==> config.mk <==
export PLATFORM = sky130hd
export DESIGN_NAME = angular_phase_timer
export DESIGN_NICKNAME = d
export VERILOG_FILES = /design/src/logic/angular_timer_pkg.sv /design/src/logic/angular_phase_timer.sv
export SDC_FILE = /design/constraint.sdc
export NUM_CORES = 1
export LEC_CHECK = 0
export ABC_CLOCK_PERIOD_IN_PS = 9250
export CORE_MARGIN = 10
export CORE_UTILIZATION = 50
export CTS_CLUSTER_DIAMETER = 150
export DETAILED_ROUTE_END_ITERATION = 10
export DONT_BUFFER_PORTS = 1
export PLACE_DENSITY = 0.74
export SYNTH_ARGS = -nofsm -noshare
export SYNTH_HDL_FRONTEND = slang
export SYNTH_SLANG_ARGS = --single-unit
export TNS_END_PERCENT = 1
==> constraint.sdc <==
create_clock -name clock -period 9.25 [get_ports clock]
set_clock_uncertainty 0.05 [all_clocks]
set_input_delay 0.4625 -clock clock [delete_from_list [all_inputs] [get_ports clock]]
set_output_delay 0.4625 -clock clock [all_outputs]
set_load 0.1 [all_outputs]
==> src/logic/angular_timer_pkg.sv <==
// constants, register offsets and field positions of the angular phase timer
`default_nettype none
package angular_timer_pkg;
  localparam int CNT_W = 16;                 // period, resolution, threshold and value pairs
  localparam int PHS_W = 10;                 // phase counter width
  localparam int SP_W  = 15;                 // unsigned set point and period operand width
  localparam int UNITS = 3;                  // capture/compare units
  localparam int SRC_N = 4;                  // selectable input and capture sources
  localparam int SEL_W = 2;                  // source select field width
  localparam int IRQ_N = 3;                  // sources per flag register
  localparam logic [PHS_W-1:0] PHS_MAX    = 10'h3FF;
  localparam logic [1:0]       VALID_EDGE = 2'h2;   // latching edges seen before the third
  localparam logic [7:0]       UNIT_STEP  = 8'h04;
  // register byte offsets
  localparam logic [7:0] OFS_CTRL0 = 8'h00;
  localparam logic [7:0] OFS_CTRL1 = 8'h04;
  localparam logic [7:0] OFS_RES   = 8'h08;
  localparam logic [7:0] OFS_PER   = 8'h0C;
  localparam logic [7:0] OFS_PHS   = 8'h10;
  localparam logic [7:0] OFS_MISS  = 8'h14;
  localparam logic [7:0] OFS_SPL   = 8'h18;
  localparam logic [7:0] OFS_SPH   = 8'h1C;
  localparam logic [7:0] OFS_ERR   = 8'h20;
  localparam logic [7:0] OFS_CLK   = 8'h24;
  localparam logic [7:0] OFS_SIG   = 8'h28;
  localparam logic [7:0] OFS_IE0   = 8'h2C;
  localparam logic [7:0] OFS_IR0   = 8'h30;
  localparam logic [7:0] OFS_IE1   = 8'h34;
  localparam logic [7:0] OFS_IR1   = 8'h38;
  localparam logic [7:0] OFS_PIE   = 8'h3C;
  localparam logic [7:0] OFS_UCON  = 8'h40;
  localparam logic [7:0] OFS_UVAL  = 8'h50;
  localparam logic [7:0] OFS_CSEL  = 8'h60;
  // control_zero fields
  localparam int C0_EN    = 7;
  localparam int C0_PS    = 4;
  localparam int C0_POL   = 3;
  localparam int C0_ADAPTIVE_MISS_SELECT = 1;
  localparam int C0_MODE  = 0;
  // control_one fields
  localparam int C1_PHP   = 6;
  localparam int C1_PRP   = 4;
  localparam int C1_MPP   = 2;
  localparam int C1_ACCS  = 1;
  localparam int C1_VALID = 0;
  localparam logic [7:0] C1_WMASK = 8'h54;
  // flag and enable bit positions
  localparam int IR0_PER  = 0;
  localparam int IR0_PHS  = 1;
  localparam int IR0_MISS = 2;
  localparam int PIE_EN   = 0;
  localparam int PIE_FLAG = 1;
  // unit_control fields
  localparam int UC_MODE  = 0;
  localparam int UC_POL   = 1;
  localparam int UC_CAPP  = 2;
  localparam int UC_W     = 3;
endpackage
`default_nettype wire

==> src/logic/angular_phase_timer.sv <==
// angular phase timer: period/phase measurement, missing pulse, capture/compare, APB registers
`default_nettype none
module angular_phase_timer
  import angular_timer_pkg::*;
(
  input  wire logic             clock,
  input  wire logic             rst,
  input  wire logic             psel,
  input  wire logic             penable,
  input  wire logic             pwrite,
  input  wire logic [7:0]       paddr,
  input  wire logic [31:0]      pwdata,
  output var  logic [31:0]      prdata,
  output var  logic             pready,
  output var  logic             pslverr,
  input  wire logic             sysOscTick,
  input  wire logic             fastOscTick,
  input  wire logic             debugHalt,
  input  wire logic [SRC_N-1:0] signalSource,
  input  wire logic [SRC_N-1:0] captureSource,
  output var  logic             phaseClockOut,
  output var  logic             periodClockOut,
  output var  logic             missedPulseOut,
  output var  logic [UNITS-1:0] unitEventOut,
  output var  logic             moduleInterrupt
);

  function automatic logic pick(input logic [SRC_N-1:0] v, input logic [SEL_W-1:0] s);
    return v[s];
  endfunction

  function automatic logic [2:0] psMask(input logic [1:0] ps);
    return 3'((4'h1 << ps) - 4'h1);
  endfunction

  function automatic logic [7:0] unitAddr(input logic [7:0] base, input int y);
    return 8'(base + 8'(y) * UNIT_STEP);
  endfunction

  // bus-side registers
  logic [7:0]       ctrl0_reg, ctrl0_next, ctrl1_reg, ctrl1_next, spHigh_reg, spHigh_next;
  logic [CNT_W-1:0] res_reg, res_next, miss_reg, miss_next, setPoint_reg, setPoint_next;
  logic             clkSel_reg, clkSel_next, pie_reg, pie_next;
  logic [SEL_W-1:0] sigSel_reg, sigSel_next;
  logic [IRQ_N-1:0] ie0_reg, ie0_next, ir0_reg, ir0_next, ie1_reg, ie1_next, ir1_reg, ir1_next;
  logic [31:0]      prdata_next, rd;
  logic             pready_next, pslverr_next, irq_next, mapped;
  logic             setup, wrEn, resWrite;
  // unit registers, one element per unit
  logic [UC_W-1:0]  ucon_reg [UNITS];
  logic [CNT_W-1:0] uval_reg [UNITS];
  logic [SEL_W-1:0] ucsel_reg [UNITS];
  logic [UNITS-1:0] unitEvent;
  // core state
  logic [2:0]       psCnt_reg, psCnt_next;
  logic [SRC_N-1:0] sigS1_reg, sigS2_reg, capS1_reg, capS2_reg;
  logic             sigPrev_reg, sigPrev_next, valid_reg, valid_next, accs_reg, accs_next;
  logic             missSeen_reg, missSeen_next, missEver_reg, missEver_next;
  logic [1:0]       edgeCnt_reg, edgeCnt_next;
  logic [CNT_W-1:0] resDiv_reg, resDiv_next, perCnt_reg, perCnt_next, latched_reg, latched_next;
  logic [CNT_W-1:0] phDiv_reg, phDiv_next, err_reg, err_next, missThr, errCalc;
  logic [PHS_W-1:0] phase_reg, phase_next;
  logic             phOut_next, perOut_next, missOut_next;
  logic             srcTick, tick, sigNow, activeEdge, perTick, phTick, latchNow;
  logic             periodEvent, missHit, overflow, validSet, validClr;
  logic [IRQ_N-1:0] ir0Set;

  // APB phases: answer one cycle after setup
  assign setup    = psel & ~penable;
  assign wrEn     = psel & penable & pready & pwrite;
  assign resWrite = wrEn & (paddr == OFS_RES);

  // register decode, read mux and flag update
  always_comb begin
    ctrl0_next    = ctrl0_reg;
    ctrl1_next    = ctrl1_reg;
    res_next      = res_reg;
    miss_next     = miss_reg;
    spHigh_next   = spHigh_reg;
    setPoint_next = setPoint_reg;
    clkSel_next   = clkSel_reg;
    sigSel_next   = sigSel_reg;
    ie0_next      = ie0_reg;
    ie1_next      = ie1_reg;
    pie_next      = pie_reg;
    mapped        = 1'b1;
    rd            = '0;
    case (paddr)
      OFS_CTRL0: rd = 32'(ctrl0_reg);
      OFS_CTRL1: rd = 32'(ctrl1_reg | 8'((accs_reg << C1_ACCS) | (valid_reg << C1_VALID)));
      OFS_RES:   rd = 32'(res_reg);
      OFS_PER:   rd = 32'(latched_reg);
      OFS_PHS:   rd = 32'(phase_reg);
      OFS_MISS:  rd = 32'(miss_reg);
      OFS_SPL:   rd = 32'(setPoint_reg[7:0]);
      OFS_SPH:   rd = 32'(setPoint_reg[15:8]);
      OFS_ERR:   rd = 32'(err_reg);
      OFS_CLK:   rd = 32'(clkSel_reg);
      OFS_SIG:   rd = 32'(sigSel_reg);
      OFS_IE0:   rd = 32'(ie0_reg);
      OFS_IR0:   rd = 32'(ir0_reg);
      OFS_IE1:   rd = 32'(ie1_reg);
      OFS_IR1:   rd = 32'(ir1_reg);
      OFS_PIE:   rd = 32'({moduleInterrupt, pie_reg});
      default:   mapped = 1'b0;
    endcase
    for (int i = 0; i < UNITS; i++) begin
      if (paddr == unitAddr(OFS_UCON, i)) begin
        rd     = 32'(ucon_reg[i]);
        mapped = 1'b1;
      end
      if (paddr == unitAddr(OFS_UVAL, i)) begin
        rd     = 32'(uval_reg[i]);
        mapped = 1'b1;
      end
      if (paddr == unitAddr(OFS_CSEL, i)) begin
        rd     = 32'(ucsel_reg[i]);
        mapped = 1'b1;
      end
    end
    if (wrEn) begin
      case (paddr)
        OFS_CTRL0: ctrl0_next = pwdata[7:0] & ~8'(1 << (C0_POL - 1));
        OFS_CTRL1: ctrl1_next = pwdata[7:0] & C1_WMASK;
        OFS_RES:   res_next = pwdata[CNT_W-1:0];
        OFS_MISS:  miss_next = pwdata[CNT_W-1:0];
        OFS_SPH:   spHigh_next = pwdata[7:0];
        OFS_SPL:   setPoint_next = {spHigh_reg, pwdata[7:0]};
        OFS_CLK:   clkSel_next = pwdata[0];
        OFS_SIG:   sigSel_next = pwdata[SEL_W-1:0];
        OFS_IE0:   ie0_next = pwdata[IRQ_N-1:0];
        OFS_IE1:   ie1_next = pwdata[IRQ_N-1:0];
        OFS_PIE:   pie_next = pwdata[PIE_EN];
        default:   ;
      endcase
    end
    // write-one-to-clear, a hardware set in the same cycle wins
    ir0_next = (ir0_reg & ~((wrEn && paddr == OFS_IR0) ? pwdata[IRQ_N-1:0] : '0)) | ir0Set;
    ir1_next = (ir1_reg & ~((wrEn && paddr == OFS_IR1) ? pwdata[IRQ_N-1:0] : '0)) | unitEvent;
    irq_next = pie_reg & |((ir0_reg & ie0_reg) | (ir1_reg & ie1_reg));
    pready_next  = setup;
    pslverr_next = setup & ~mapped;
    prdata_next  = setup ? rd : prdata;
  end

  // bus-side register storage
  always_ff @(posedge clock) begin
    if (rst) begin
      ctrl0_reg       <= '0;
      ctrl1_reg       <= '0;
      res_reg         <= '0;
      miss_reg        <= '0;
      spHigh_reg      <= '0;
      setPoint_reg    <= '0;
      clkSel_reg      <= '0;
      sigSel_reg      <= '0;
      ie0_reg         <= '0;
      ir0_reg         <= '0;
      ie1_reg         <= '0;
      ir1_reg         <= '0;
      pie_reg         <= '0;
      moduleInterrupt <= '0;
      pready          <= '0;
      pslverr         <= '0;
      prdata          <= '0;
    end else begin
      ctrl0_reg       <= ctrl0_next;
      ctrl1_reg       <= ctrl1_next;
      res_reg         <= res_next;
      miss_reg        <= miss_next;
      spHigh_reg      <= spHigh_next;
      setPoint_reg    <= setPoint_next;
      clkSel_reg      <= clkSel_next;
      sigSel_reg      <= sigSel_next;
      ie0_reg         <= ie0_next;
      ir0_reg         <= ir0_next;
      ie1_reg         <= ie1_next;
      ir1_reg         <= ir1_next;
      pie_reg         <= pie_next;
      moduleInterrupt <= irq_next;
      pready          <= pready_next;
      pslverr         <= pslverr_next;
      prdata          <= prdata_next;
    end
  end

  assign errCalc = {1'b0, perCnt_reg[SP_W-1:0]} - {1'b0, setPoint_reg[SP_W-1:0]};

  // prescaler, period and phase counting, missing pulse and valid tracking
  always_comb begin
    psCnt_next    = '0;
    sigPrev_next  = sigPrev_reg;
    resDiv_next   = resDiv_reg;
    perCnt_next   = perCnt_reg;
    latched_next  = latched_reg;
    phDiv_next    = phDiv_reg;
    phase_next    = phase_reg;
    err_next      = err_reg;
    accs_next     = accs_reg;
    edgeCnt_next  = edgeCnt_reg;
    missSeen_next = missSeen_reg;
    missEver_next = missEver_reg;
    srcTick       = clkSel_reg ? fastOscTick : sysOscTick;
    tick          = 1'b0;
    perTick       = 1'b0;
    phTick        = 1'b0;
    overflow      = 1'b0;
    if (ctrl0_reg[C0_EN]) begin
      psCnt_next = psCnt_reg;
      if (srcTick) begin
        psCnt_next = psCnt_reg + 3'h1;
        tick = (psCnt_reg & psMask(ctrl0_reg[C0_PS +: 2])) == psMask(ctrl0_reg[C0_PS +: 2]);
      end
    end
    sigNow = pick(sigS2_reg, sigSel_reg);
    if (tick) begin
      sigPrev_next = sigNow;
    end
    activeEdge = tick & (ctrl0_reg[C0_POL] ? (sigPrev_reg & ~sigNow) : (~sigPrev_reg & sigNow));
    // resolution divider feeds the period counter
    if (tick) begin
      if (resDiv_reg == res_reg) begin
        resDiv_next = '0;
        perTick     = 1'b1;
      end else begin
        resDiv_next = resDiv_reg + CNT_W'(1);
      end
    end
    if (activeEdge) begin
      perCnt_next = '0;
    end else if (perTick) begin
      perCnt_next = perCnt_reg + CNT_W'(1);
    end
    missThr = ctrl0_reg[C0_ADAPTIVE_MISS_SELECT] ? (latched_reg >> 1) : miss_reg;
    missHit = perTick & ~activeEdge & ((perCnt_reg + CNT_W'(1) - latched_reg) == missThr);
    latchNow    = activeEdge & (~valid_reg | ~ctrl0_reg[C0_MODE] | ~missSeen_reg);
    periodEvent = activeEdge & valid_reg & (~ctrl0_reg[C0_MODE] | missSeen_reg);
    if (activeEdge) begin
      missSeen_next = 1'b0;
    end else if (missHit) begin
      missSeen_next = 1'b1;
    end
    if (missHit) begin
      missEver_next = 1'b1;
    end
    if (latchNow) begin
      latched_next = perCnt_reg;
      accs_next    = perCnt_reg < latched_reg;
      err_next     = errCalc;
    end
    // phase divider: module tick divided by the latched period plus one
    if (periodEvent) begin
      phDiv_next = '0;
    end else if (tick) begin
      if (phDiv_reg == latched_reg) begin
        phDiv_next = '0;
        phTick     = 1'b1;
      end else begin
        phDiv_next = phDiv_reg + CNT_W'(1);
      end
    end
    if (periodEvent) begin
      phase_next = '0;
    end else if (phTick && valid_reg) begin
      if (phase_reg == PHS_MAX) begin
        overflow   = 1'b1;
        phase_next = '0;
      end else begin
        phase_next = phase_reg + PHS_W'(1);
      end
    end
    if (!valid_reg && latchNow && edgeCnt_reg != VALID_EDGE) begin
      edgeCnt_next = edgeCnt_reg + 2'h1;
    end
    validSet = ~valid_reg & latchNow & (edgeCnt_reg == VALID_EDGE) & (perCnt_reg != '0)
             & (~ctrl0_reg[C0_MODE] | missEver_reg);
    validClr = resWrite | overflow | debugHalt | ~ctrl0_reg[C0_EN] | (latched_reg == '0 && valid_reg);
    valid_next = validClr ? 1'b0 : (validSet | valid_reg);
    if (validClr) begin
      edgeCnt_next  = '0;
      missEver_next = 1'b0;
    end
    // outputs gated by valid, then set to their polarity
    phOut_next   = ctrl1_reg[C1_PHP] ^ (phTick & valid_reg);
    perOut_next  = ctrl1_reg[C1_PRP] ^ periodEvent;
    missOut_next = ctrl1_reg[C1_MPP] ^ (missHit & valid_reg);
    ir0Set = '0;
    ir0Set[IR0_PER]  = periodEvent;
    ir0Set[IR0_PHS]  = phTick & valid_reg;
    ir0Set[IR0_MISS] = missHit & valid_reg;
  end

  // core storage and input synchronisers
  always_ff @(posedge clock) begin
    sigS1_reg <= signalSource;
    sigS2_reg <= sigS1_reg;
    capS1_reg <= captureSource;
    capS2_reg <= capS1_reg;
    if (rst) begin
      psCnt_reg      <= '0;
      sigPrev_reg    <= '0;
      resDiv_reg     <= '0;
      perCnt_reg     <= '0;
      latched_reg    <= '0;
      phDiv_reg      <= '0;
      phase_reg      <= '0;
      err_reg        <= '0;
      accs_reg       <= '0;
      edgeCnt_reg    <= '0;
      missSeen_reg   <= '0;
      missEver_reg   <= '0;
      valid_reg      <= '0;
      phaseClockOut  <= '0;
      periodClockOut <= '0;
      missedPulseOut <= '0;
    end else begin
      psCnt_reg      <= psCnt_next;
      sigPrev_reg    <= sigPrev_next;
      resDiv_reg     <= resDiv_next;
      perCnt_reg     <= perCnt_next;
      latched_reg    <= latched_next;
      phDiv_reg      <= phDiv_next;
      phase_reg      <= phase_next;
      err_reg        <= err_next;
      accs_reg       <= accs_next;
      edgeCnt_reg    <= edgeCnt_next;
      missSeen_reg   <= missSeen_next;
      missEver_reg   <= missEver_next;
      valid_reg      <= valid_next;
      phaseClockOut  <= phOut_next;
      periodClockOut <= perOut_next;
      missedPulseOut <= missOut_next;
    end
  end

  // capture/compare units
  for (genvar y = 0; y < UNITS; y++) begin : g_unit
    logic [UC_W-1:0]  con_next;
    logic [CNT_W-1:0] val_next;
    logic [SEL_W-1:0] sel_next;
    logic             capPrev_reg, capPrev_next, matchPrev_reg, matchPrev_next, out_next;
    logic             capIn, match, ev;

    // edge detect on the module tick, event gated by valid
    always_comb begin
      con_next       = ucon_reg[y];
      val_next       = uval_reg[y];
      sel_next       = ucsel_reg[y];
      capPrev_next   = capPrev_reg;
      matchPrev_next = matchPrev_reg;
      capIn = pick(capS2_reg, ucsel_reg[y]) ^ ucon_reg[y][UC_CAPP];
      match = uval_reg[y] == CNT_W'(phase_reg);
      if (tick) begin
        capPrev_next   = capIn;
        matchPrev_next = match;
      end
      ev = tick & valid_reg & (ucon_reg[y][UC_MODE] ? (capIn & ~capPrev_reg)
                                                   : (match & ~matchPrev_reg));
      if (wrEn && paddr == unitAddr(OFS_UCON, y)) begin
        con_next = pwdata[UC_W-1:0];
      end
      if (wrEn && paddr == unitAddr(OFS_CSEL, y)) begin
        sel_next = pwdata[SEL_W-1:0];
      end
      if (ev && ucon_reg[y][UC_MODE]) begin
        val_next = CNT_W'(phase_reg);
      end else if (wrEn && paddr == unitAddr(OFS_UVAL, y) && !ucon_reg[y][UC_MODE]) begin
        val_next = pwdata[CNT_W-1:0];
      end
      out_next = ucon_reg[y][UC_POL] ^ ev;
    end

    always_ff @(posedge clock) begin
      if (rst) begin
        ucon_reg[y]     <= '0;
        uval_reg[y]     <= '0;
        ucsel_reg[y]    <= '0;
        capPrev_reg     <= '0;
        matchPrev_reg   <= '0;
        unitEventOut[y] <= '0;
      end else begin
        ucon_reg[y]     <= con_next;
        uval_reg[y]     <= val_next;
        ucsel_reg[y]    <= sel_next;
        capPrev_reg     <= capPrev_next;
        matchPrev_reg   <= matchPrev_next;
        unitEventOut[y] <= out_next;
      end
    end

    assign unitEvent[y] = ev;
  end
endmodule
`default_nettype wire

Yosys cells after proc, flatten, opt, wreduce, memory -nomap -nowiden
Memories as Yosys holds them, arrays and structs flattened.
Cells that the tools add are included.

storage, ports and cells
  memories = 3
  register bits after elaboration = 245
  word-level logic and storage cells = 301
  bits in read-only memories = 0
  output and inout port bits = 41
  bits in writable memories = 63
  latch bits = 0

memory list
  memory     depth  bits a word  read ports  clocked after memory_dff  write ports  line                       source
  uval_reg   3      16           3           0                         3            angular_phase_timer.sv:51  logic [CNT_W-1:0] uval_reg [UNITS];
  ucon_reg   3      3            3           0                         3            angular_phase_timer.sv:50  logic [UC_W-1:0] ucon_reg [UNITS];
  ucsel_reg  3      2            3           0                         3            angular_phase_timer.sv:52  logic [SEL_W-1:0] ucsel_reg [UNITS];

cells by class
  add/subtract/negate cells = 9
  mux-type cells = 73
  order comparisons = 5
  multipliers = 0
  divide/modulo/power cells = 0
  equal/unequal tests = 34
  bitwise operators = 85
  reduce and logical (&&, ||, !) cells = 45
  shifts and indexed selects = 1

operator list
  cell                   count
  $mux 32                9
  $pmux 16 s16           1
  $mux 16                12
  $eq 8x7->1 const B     9
  $eq 8x6->1 const B     8
  $add 16x1->16 const B  3
  $eq 16x10->1           3
  $eq 16x16->1           3
  $eq 8x5->1 const B     4
  $mux 1                 32
  $and 1x1->1            31
  $mux 3                 8
  $reduce_and 2->1       11
  $logic_and 1x1->1      21
  $or 1x1->1             18
  $eq 8x4->1 const B     2
  $logic_not 16->1       1
  $lt 16x16->1           1
  $reduce_bool 16->1     1
  $reduce_or 16->1       1
  $sub 15x15->16         1
  $sub 16x16->16         1
  $and 3x3->3            5
  $not 1->1              15
  23 further kinds       51

Depth between registers and ports, before layout
Gate-level depths: netlist of the first run.

  depth in word-level cells = 18
  mapped depth = 17
  mapped depth without buffers = 17

Worst setup path after synthesis of the first run
Ideal clock, no wire load.

  path type = register to register
  from = register perCnt_reg[0]
  to = register missedPulseOut
  period minus slack after synthesis = 3.942 ns
  data required time = 9.130 ns
  slack = 5.308 ns
  cell stages (with the launch flop) = 18
  data arrival time = 3.822 ns
  path through = dfxtp_1 -> ha_1 -> nand3_1 -> nor2_1 -> and3_1 -> and3_1 -> and3_1 -> and3_1 -> xor2_1 -> ha_1 -> xor2_1 -> a221o_1 -> nor4_1 -> nand4_1 -> nor4_1 -> nand4bb_1 -> or4_1 -> a21oi_1

on the way
  word-level cells in the longest chain between the ends = 6

ends and longest elaborated chain
  item                    line                        source
  from (decl)             angular_phase_timer.sv:60   logic [CNT_W-1:0] resDiv_reg, resDiv_next, perCnt_reg, perCnt_next, latched_reg, latched_next;
  from (signal assigned)  angular_phase_timer.sv:320  perCnt_reg <= perCnt_next;
  $add 16x1->16           angular_phase_timer.sv:235  missHit = perTick & ~activeEdge & ((perCnt_reg + CNT_W'(1) - latched_reg) == missThr);
  $sub 16x16->16          angular_phase_timer.sv:235
  $eq 16x16->1            angular_phase_timer.sv:235
  $and 1x1->1             angular_phase_timer.sv:235
  $and 1x1->1             angular_phase_timer.sv:286  missOut_next = ctrl1_reg[C1_MPP] ^ (missHit & valid_reg);
  $xor 1x1->1             angular_phase_timer.sv:286
  to (signal assigned)    angular_phase_timer.sv:332  missedPulseOut <= missOut_next;
  to (decl)               angular_phase_timer.sv:23   output var logic missedPulseOut,

No other way between the ends.
A chain may end at the register's enable or synchronous reset.

Worst setup path after layout of the first run
  from = register perCnt_reg[1]
  to = register missedPulseOut

The elaborated chain is that of the path after synthesis.

==> metrics, run 1 <==
synth warn=0; largest net degree at the start of global routing=176; CP max FO=7; max FFs per register=48; max-cap violation count=0; Detailed Place HPWL=36100 microns; EDFF count, synth=0; WP data arrival=5.07 ns; RSZ-0062 raised after global routing=false; gr ovfl total=0; maximum vdd ir drop=0.155 mV; Pre-antenna DRT Iters=9; Hold Slack=0.00601 ns; maximum clock insertion buffer count=3; Final Setup Violations=0; TritonCTS clock tree=yes; Comb pwr share=3.8%; worst min path class=primary input to register; clk slew on worst S/H paths=0.06 ns; initial core utilization=50.8%; Startpoint Class=register; Initial DRC Count=1710; Top FF cell, synth=dfxtp_1; routability cong.=0.966; Cell variety after synth=80; Sum Neg Setup Slack=0 ns; initial antenna violation count=0; Boundary Pins=97; WL/cell=22.3 microns; sw power=645 uW; Vias=14495; syn avg cell area=8.04 sq um; GRT Overall Usage=25.7%; post-synthesis sequential area ratio=37.5%; Worst slew margin=13.4%; fillers=2754; Cells after Synth=1937; fin crit share=50.1%; Final ANT Viol Nets=0; vias in the first global route=13769; Synth top area share=37.5%; Clk pwr share=48.8%; routed vias/inst=6.23; fmax=216 MHz; share of power burned in registers=47.4%; setup bufs post-CTS=0; Std-Cell Rows=64; Max H-tree Level=1; Layout area overhead=10.1%; IO Port Bufs=0; final net count=2016; critical-path cell list=ha_1 > nand3_1 > nor2_1 > and3_1 > and3_1 > and3_1 > and3_1 > xor2_1 > ha_1 > xor2_1 > a221o_1 > nor4_1 > nand4_1 > nor4_1 > nand4bb_1 > or4_1 > a21oi_1; first-pass GRT wire length=80000 microns; # DRC=0; Clock Latency Late Sink=0.57 ns; hold buffer count at CTS=31; CP peak stage delay=0.44 ns; CTS Buf Count=31; root buf cell=clkbuf_16; ys async rst share=0%; sw frac=23.5%; Slew Limit Fails=0; final hold violations=0; most used cell, CP=and3_1; CP endpoint kind=register; critical path type=register to register; fin crit period=4.63 ns; Slowest cell on crit path=dfxtp_1; Int Pwr=2100 uW; Die Height=196 microns; Total Wirelength=51900 microns; total die area=38600 sq um; post_cts resized=0; Post-Synthesis Cell Area=15600 sq um; Worst-Margin Slew=1.29 ns; Yosys top cell by area=dfxtp_1; Lkg Pwr=0.00608 uW; clock sinks=292; Core ar.=30700 sq um; #FFs+latches synth=292; status=finished clean; share of cells above drive strength 1=5.60%; n_diodes=0; Synth area leaders=dfxtp_1 (38%), nand2_1 (7.4%), a21oi_1 (6.7%); Die W=196 microns; Worst Path Required=9.69 ns; Power Density=160 nW/um^2
placed cells by master, fill, tap and decap left out, drive strengths merged, types with 51 or more instances in the layout:
cell   synthesis  layout
nand2        307     307
a21oi        212     212
xnor2         85      85
xor2          79      79
a22oi         64      64
nand3         70      70
dfxtp        292     292
mux2i         51      51
ha            53      53
nor2         175     175
inv           58      59
through the flow:
stage | utilization, % | setup slack (ns) | total power [uW] | instance area, sq um | std cells
3_5_place_dp | 51.3 | 4.70 | 1390 | 15700 | 2237
3_3_place_gp | 51.3 | 4.76 | 1390 | 15700 | 2237
5_1_grt | 55.9 | 4.21 | 2800 | 17200 | 2325
4_1_cts | 55.9 | 4.66 | 2740 | 17200 | 2325
2_1_floorplan | - | 5.31 | 1400 | 15600 | 1952
6_report | 55.9 | 4.62 | 2740 | 17200 | 2325
metal layers:
metal	vias to the layer above	wire length (microns)	track usage [%]
met5	-	0	0
met4	0	1700	8.29
met3	102	5150	4.11
met2	737	23300	40.9
met1	6949	21800	34.9
li1	6707	-	-
worst max-delay path: cells and delay by family (launching register included):
kind | cells | cell delay, ns
adder cells (fa/ha/maj) | 2 | 0.54
AO/OA/AOI/OAI | 2 | 0.52
AND/OR/NAND/NOR | 11 | 2.61
flip-flops | 1 | 0.44
XOR/XNOR | 2 | 0.38
logic make-up (layout without fill, tap and decap cells):
logic type,Yosys count,in the layout,synth area share (%)
other cells,1,16,0.0241
flops,292,292,37.5
xor+xnor,164,164,9.27
compound gates,450,450,18.4
buf+inv,189,166,5.09
simple gates,728,728,21.2
fa+ha+maj,55,55,4.51
mux,58,58,4.00
synthesized netlist by cell type (40+ instances only):
cell type,count
clkbuf_1,100
xor2_1,78
dfxtp_1,292
a22oi_1,64
ha_1,53
nand2_1,307
inv_1,58
a21oi_1,210
mux2i_1,51
nor2_1,175
o21ai_0,40
nand3_1,70
xnor2_1,85
power groups by stage:
stage	clock, uW	combinational [uW]	sequential [uW]
2_1_floorplan	0	77.5	1320
3_3_place_gp	0	67.1	1330
3_5_place_dp	0	67.3	1330
4_1_cts	1340	100	1300
5_1_grt	1390	106	1300
6_report	1340	103	1300
layout make-up:
type | count | area [sq um] | area share, %
Clock buffer | 43 | 891 | 5.19
Tap cell | 396 | 495 | 2.89
Multi-Input combinational cell | 1471 | 9020 | 52.6
Clock inverter | 14 | 208 | 1.21
Sequential cell | 292 | 5850 | 34.1
Timing Repair Buffer | 50 | 470 | 2.74
Inverter | 59 | 221 | 1.29
final timing paths:
| check | from | cells past startpoint | end | slack [ns] |
|---|---|---|---|---|
| hold / removal | pwdata[14] | 2 | miss_reg[14] | 0.006 |
| setup / recovery | perCnt_reg[1] | 17 | missedPulseOut | 4.62 |
| hold reg to reg | capS1_reg[3] | 0 | capS2_reg[3] | 0.28 |
| setup reg to reg | perCnt_reg[1] | 17 | missedPulseOut | 4.62 |
Power figures use the tool's default switching activity.
==> run 2: changes to the inputs <==
- ABC_AREA: default -> 1
- ABC_CLOCK_PERIOD_IN_PS: 9250 -> 3800
- PLACE_DENSITY: 0.74 -> 0.77
- clock period: 9.25 -> 3.8 ns (I/O delays scaled with it)
==> run 2 against run 1 <==
Critical path depth increased by 6. First-iteration DRC count increased by 16%. Hold slack about the same. Flip-flop and latch count unchanged. Synthesized cell count increased by 17%. Cell count increased by 18%. Final area increased by 4.0%. Clock-buffer cell count increased by 1. Fmax increased by 31%. Utilization increased by 0.92 points. Critical path type unchanged. Largest cell class unchanged.
==> metrics, run 2 <==
initial antenna violation count=0 (unchanged); sw power=1470 uW (+130%); setup slack after layout=0.266 ns (-4.35 ns); Max H-tree Level=1 (unchanged); most used cell, CP=nand3_1; Cells after Synth=2272 (+17%); Worst Path Buf+Inv=2 (+2); Core ar.=31400 sq um (+2.4%); n_diodes=0 (unchanged); maximum vdd ir drop=0.350 mV (+130%); Clk pwr share=48.0% (-0.8 points); Int Pwr=4970 uW (+140%); Cell variety after synth=58 (-28%); fillers=2882 (+4.6%); Std-Cell Rows=65 (+1.6%); Yosys top cell by area=dfxtp_1; Synth area leaders=dfxtp_1 (37%), nand2_1 (11%), a21oi_1 (8.8%); #FFs+latches synth=292 (unchanged); WL/cell=19.6 microns (-12%); clock sinks=292 (unchanged); fmax=283 MHz (+31%); largest net degree at the start of global routing=82 (-53%); worst min path class=primary input to register; Top FF cell, synth=dfxtp_1; max FFs per register=48 (unchanged); share of power burned in registers=47.9% (+0.5 points); post-synthesis sequential area ratio=36.9% (-0.66 points); root buf cell=clkbuf_16; Final ANT Viol Nets=0 (unchanged); CP endpoint kind=register; status=finished clean; fin crit period=3.53 ns (-1.10 ns); Final Setup Violations=0 (unchanged); routability cong.=0.945 (-2.2%); Vias=16230 (+12%); critical-path cell list=buf_4 > nand3_2 > nor3_2 > nand3_1 > nor3_2 > nand3_1 > nor2_2 > nand2_1 > xor2_2 > ha_4 > nand2_1 > nor2_1 > and2_1 > nand2_1 > nand3_1 > nand3_1 > a21oi_1 > nand3_1 > nor2_1 > buf_4 > nand3_1 > nand2_1 > a21oi_1; Slowest cell on crit path=dfxtp_1; EDFF count, synth=0 (unchanged); CP max FO=6 (-1); WP data arrival=3.92 ns (-1.15 ns); final std cells w/o fill=2732 (+18%); Lkg Pwr=0.00705 uW (+16%); gr ovfl total=0 (unchanged); final hold violations=0 (unchanged); Pre-antenna DRT Iters=8 (-1); Die Height=198 microns (+0.80%); Initial DRC Count=1979 (+16%); Placed Area=16200 sq um (+3.1%); syn avg cell area=6.98 sq um (-13%); Sum Neg Setup Slack=0 ns (unchanged); routed vias/inst=5.94 (-4.7%); Power Density=360 nW/um^2 (+130%); FF/Latch Area=5850 sq um (about the same); Die W=198 microns (+0.80%); clk slew on worst S/H paths=0.06 ns (about the same); Post-Synthesis Cell Area=15900 sq um (+1.8%); fin crit share=93.0% (+43 points); Comb pwr share=4.1% (+0.3 points); vias in the first global route=15434 (+12%); leading cell types by count after synthesis=nand2_1 (459), dfxtp_1 (292), a21oi_1 (279), inv_1 (244), o21ai_0 (203); sw frac=22.8% (-0.72 points); synth warn=0 (unchanged); CP peak stage delay=0.33 ns (-0.11 ns); GRT Overall Usage=26.6% (+0.88 points); most common cell after layout, fill and taps aside=nand2_1; Worst Path Required=4.18 ns (-5.51 ns); Min-Delay Startpoint=psel; share of cells above drive strength 1=6.82% (+1.2 points); most frequent cells in the layout=nand2_1 (459), dfxtp_1 (290), a21oi_1 (275), inv_1 (244), o21ai_0 (203); Synth top area share=36.9% (-0.66 points); Boundary Pins=97 (unchanged); final net count=2420 (+20%); first-pass GRT wire length=83800 microns (+4.7%); Largest delay share family, worst path=simple AND/OR/NAND/NOR gates; dpl cells=2632 (+18%); Layout area overhead=12.6%; Total Wirelength=53500 microns (+3.1%); critical path startpoint=perCnt_reg[1]; initial core utilization=50.5% (-0.28 points); Worst-Margin Slew=1.07 ns (-0.223 ns); Clock Latency Late Sink=0.57 ns (about the same); Worst slew margin=28.5% (+15 points); TritonCTS clock tree=yes; Startpoint Class=register; max-cap violation count=0 (unchanged); multi-input combinational cell area=8760 sq um (-2.8%); IO Port Bufs=0 (unchanged); most common cell in the netlist=nand2_1; pre-CTS WS=0.190 ns (-4.51 ns); Slew Limit Fails=0 (unchanged); ys async rst share=0% (unchanged); Detailed Place HPWL=39600 microns (+9.7%); CTS Buf Count=31 (unchanged); Critical R2R Launch=perCnt_reg[1]; maximum clock insertion buffer count=3 (unchanged); total die area=39200 sq um (+1.6%); critical path type=register to register; post-route cell area=17800 sq um (+4.0%); # DRC=0 (unchanged)
run 2: changes by cell type after synthesis, moves of 28 or more:
cell	delta
a22oi_1	-64
clkbuf_1	-50
nor3_1	+28
inv_1	+186
nand3_1	+35
a21oi_1	+69
o21ai_0	+163
xnor2_1	-51
mux2i_1	-51
nand2_1	+152
o22ai_1	+34
run 2: through the flow:
stage                     hold WS [ns]  total power (uW)  utilization, %
final                          0.00608              6430            56.8
after floorplan                  0.168              3320               -
after detailed placement         0.168              3340            51.6
after CTS                      0.00190              6450            56.4
after global routing            0.0410              6590            56.8
after global placement           0.168              3330            51.6
run 2: layout make-up:
| cell class | instances | share of cell area [%] |
|---|---|---|
| clock inverters | 10 | 0.729 |
| flip-flops and latches | 292 | 32.8 |
| repair buffers | 78 | 4.00 |
| inverters | 262 | 5.51 |
| clock buffers | 44 | 5.07 |
| well taps | 402 | 2.82 |
| multi-input cells | 1644 | 49.1 |
run 2: power by group through the flow:
stage                     clock [uW]  sequential (uW)  combinational, uW
after floorplan                    0             3150                176
after global routing            3240             3080                277
final                           3090             3080                265
after CTS                       3110             3080                257
after detailed placement           0             3150                190
after global placement             0             3150                188
run 2: repair_timing:
| action | in CTS | in global routing |
|---|---|---|
| setup buffers | 0 | 2 |
| hold buffers | 44 | 0 |
| setup endpoints to repair | 0 | 4 |
| resized for setup | 0 | 27 |
| hold endpoints to repair | 192 | 0 |
run 2: final timing paths:
| kind | endpoint | slack [ns] | cells past startpoint |
|---|---|---|---|
| worst max-delay path | missedPulseOut | 0.27 | 23 |
| worst min-delay path | prdata[12] | 0.006 | 5 |
| worst max register to register | missedPulseOut | 0.27 | 23 |
| worst min register to register | capS2_reg[0] | 0.28 | 0 |
run 2: kinds of logic (layout without fill, tap and decap cells):
kind of cell	Yosys count	count (layout)	synth area share (%)
AOI/OAI and AO/OA	594	594	20.4
adders and majority gates	55	55	4.44
other	1	16	0.0237
and+or+nand+nor	891	891	24.4
buffers and inverters	351	394	8.99
DFF	292	292	36.9
xor gates and xnor gates	88	88	4.86
run 2: metal layers:
layer,up-vias,GRT usage [%],routed length [microns]
met2,898,44.8,25000
met1,7489,32.0,20900
met5,-,0,0
li1,7663,-,-
met4,0,14.3,3040
met3,180,4.06,4530
run 2: worst register-to-register path: stages (launching register included):
cell	delay (ns)
dfxtp_1	0.33
buf_4	0.15
nand3_2	0.10
nor3_2	0.24
nand3_1	0.13
nor3_2	0.28
nand3_1	0.15
nor2_2	0.15
nand2_1	0.09
xor2_2	0.19
ha_4	0.31
nand2_1	0.07
nor2_1	0.13
and2_1	0.14
nand2_1	0.05
nand3_1	0.09
nand3_1	0.07
a21oi_1	0.14
nand3_1	0.08
nor2_1	0.10
buf_4	0.14
nand3_1	0.09
nand2_1	0.08
a21oi_1	0.05
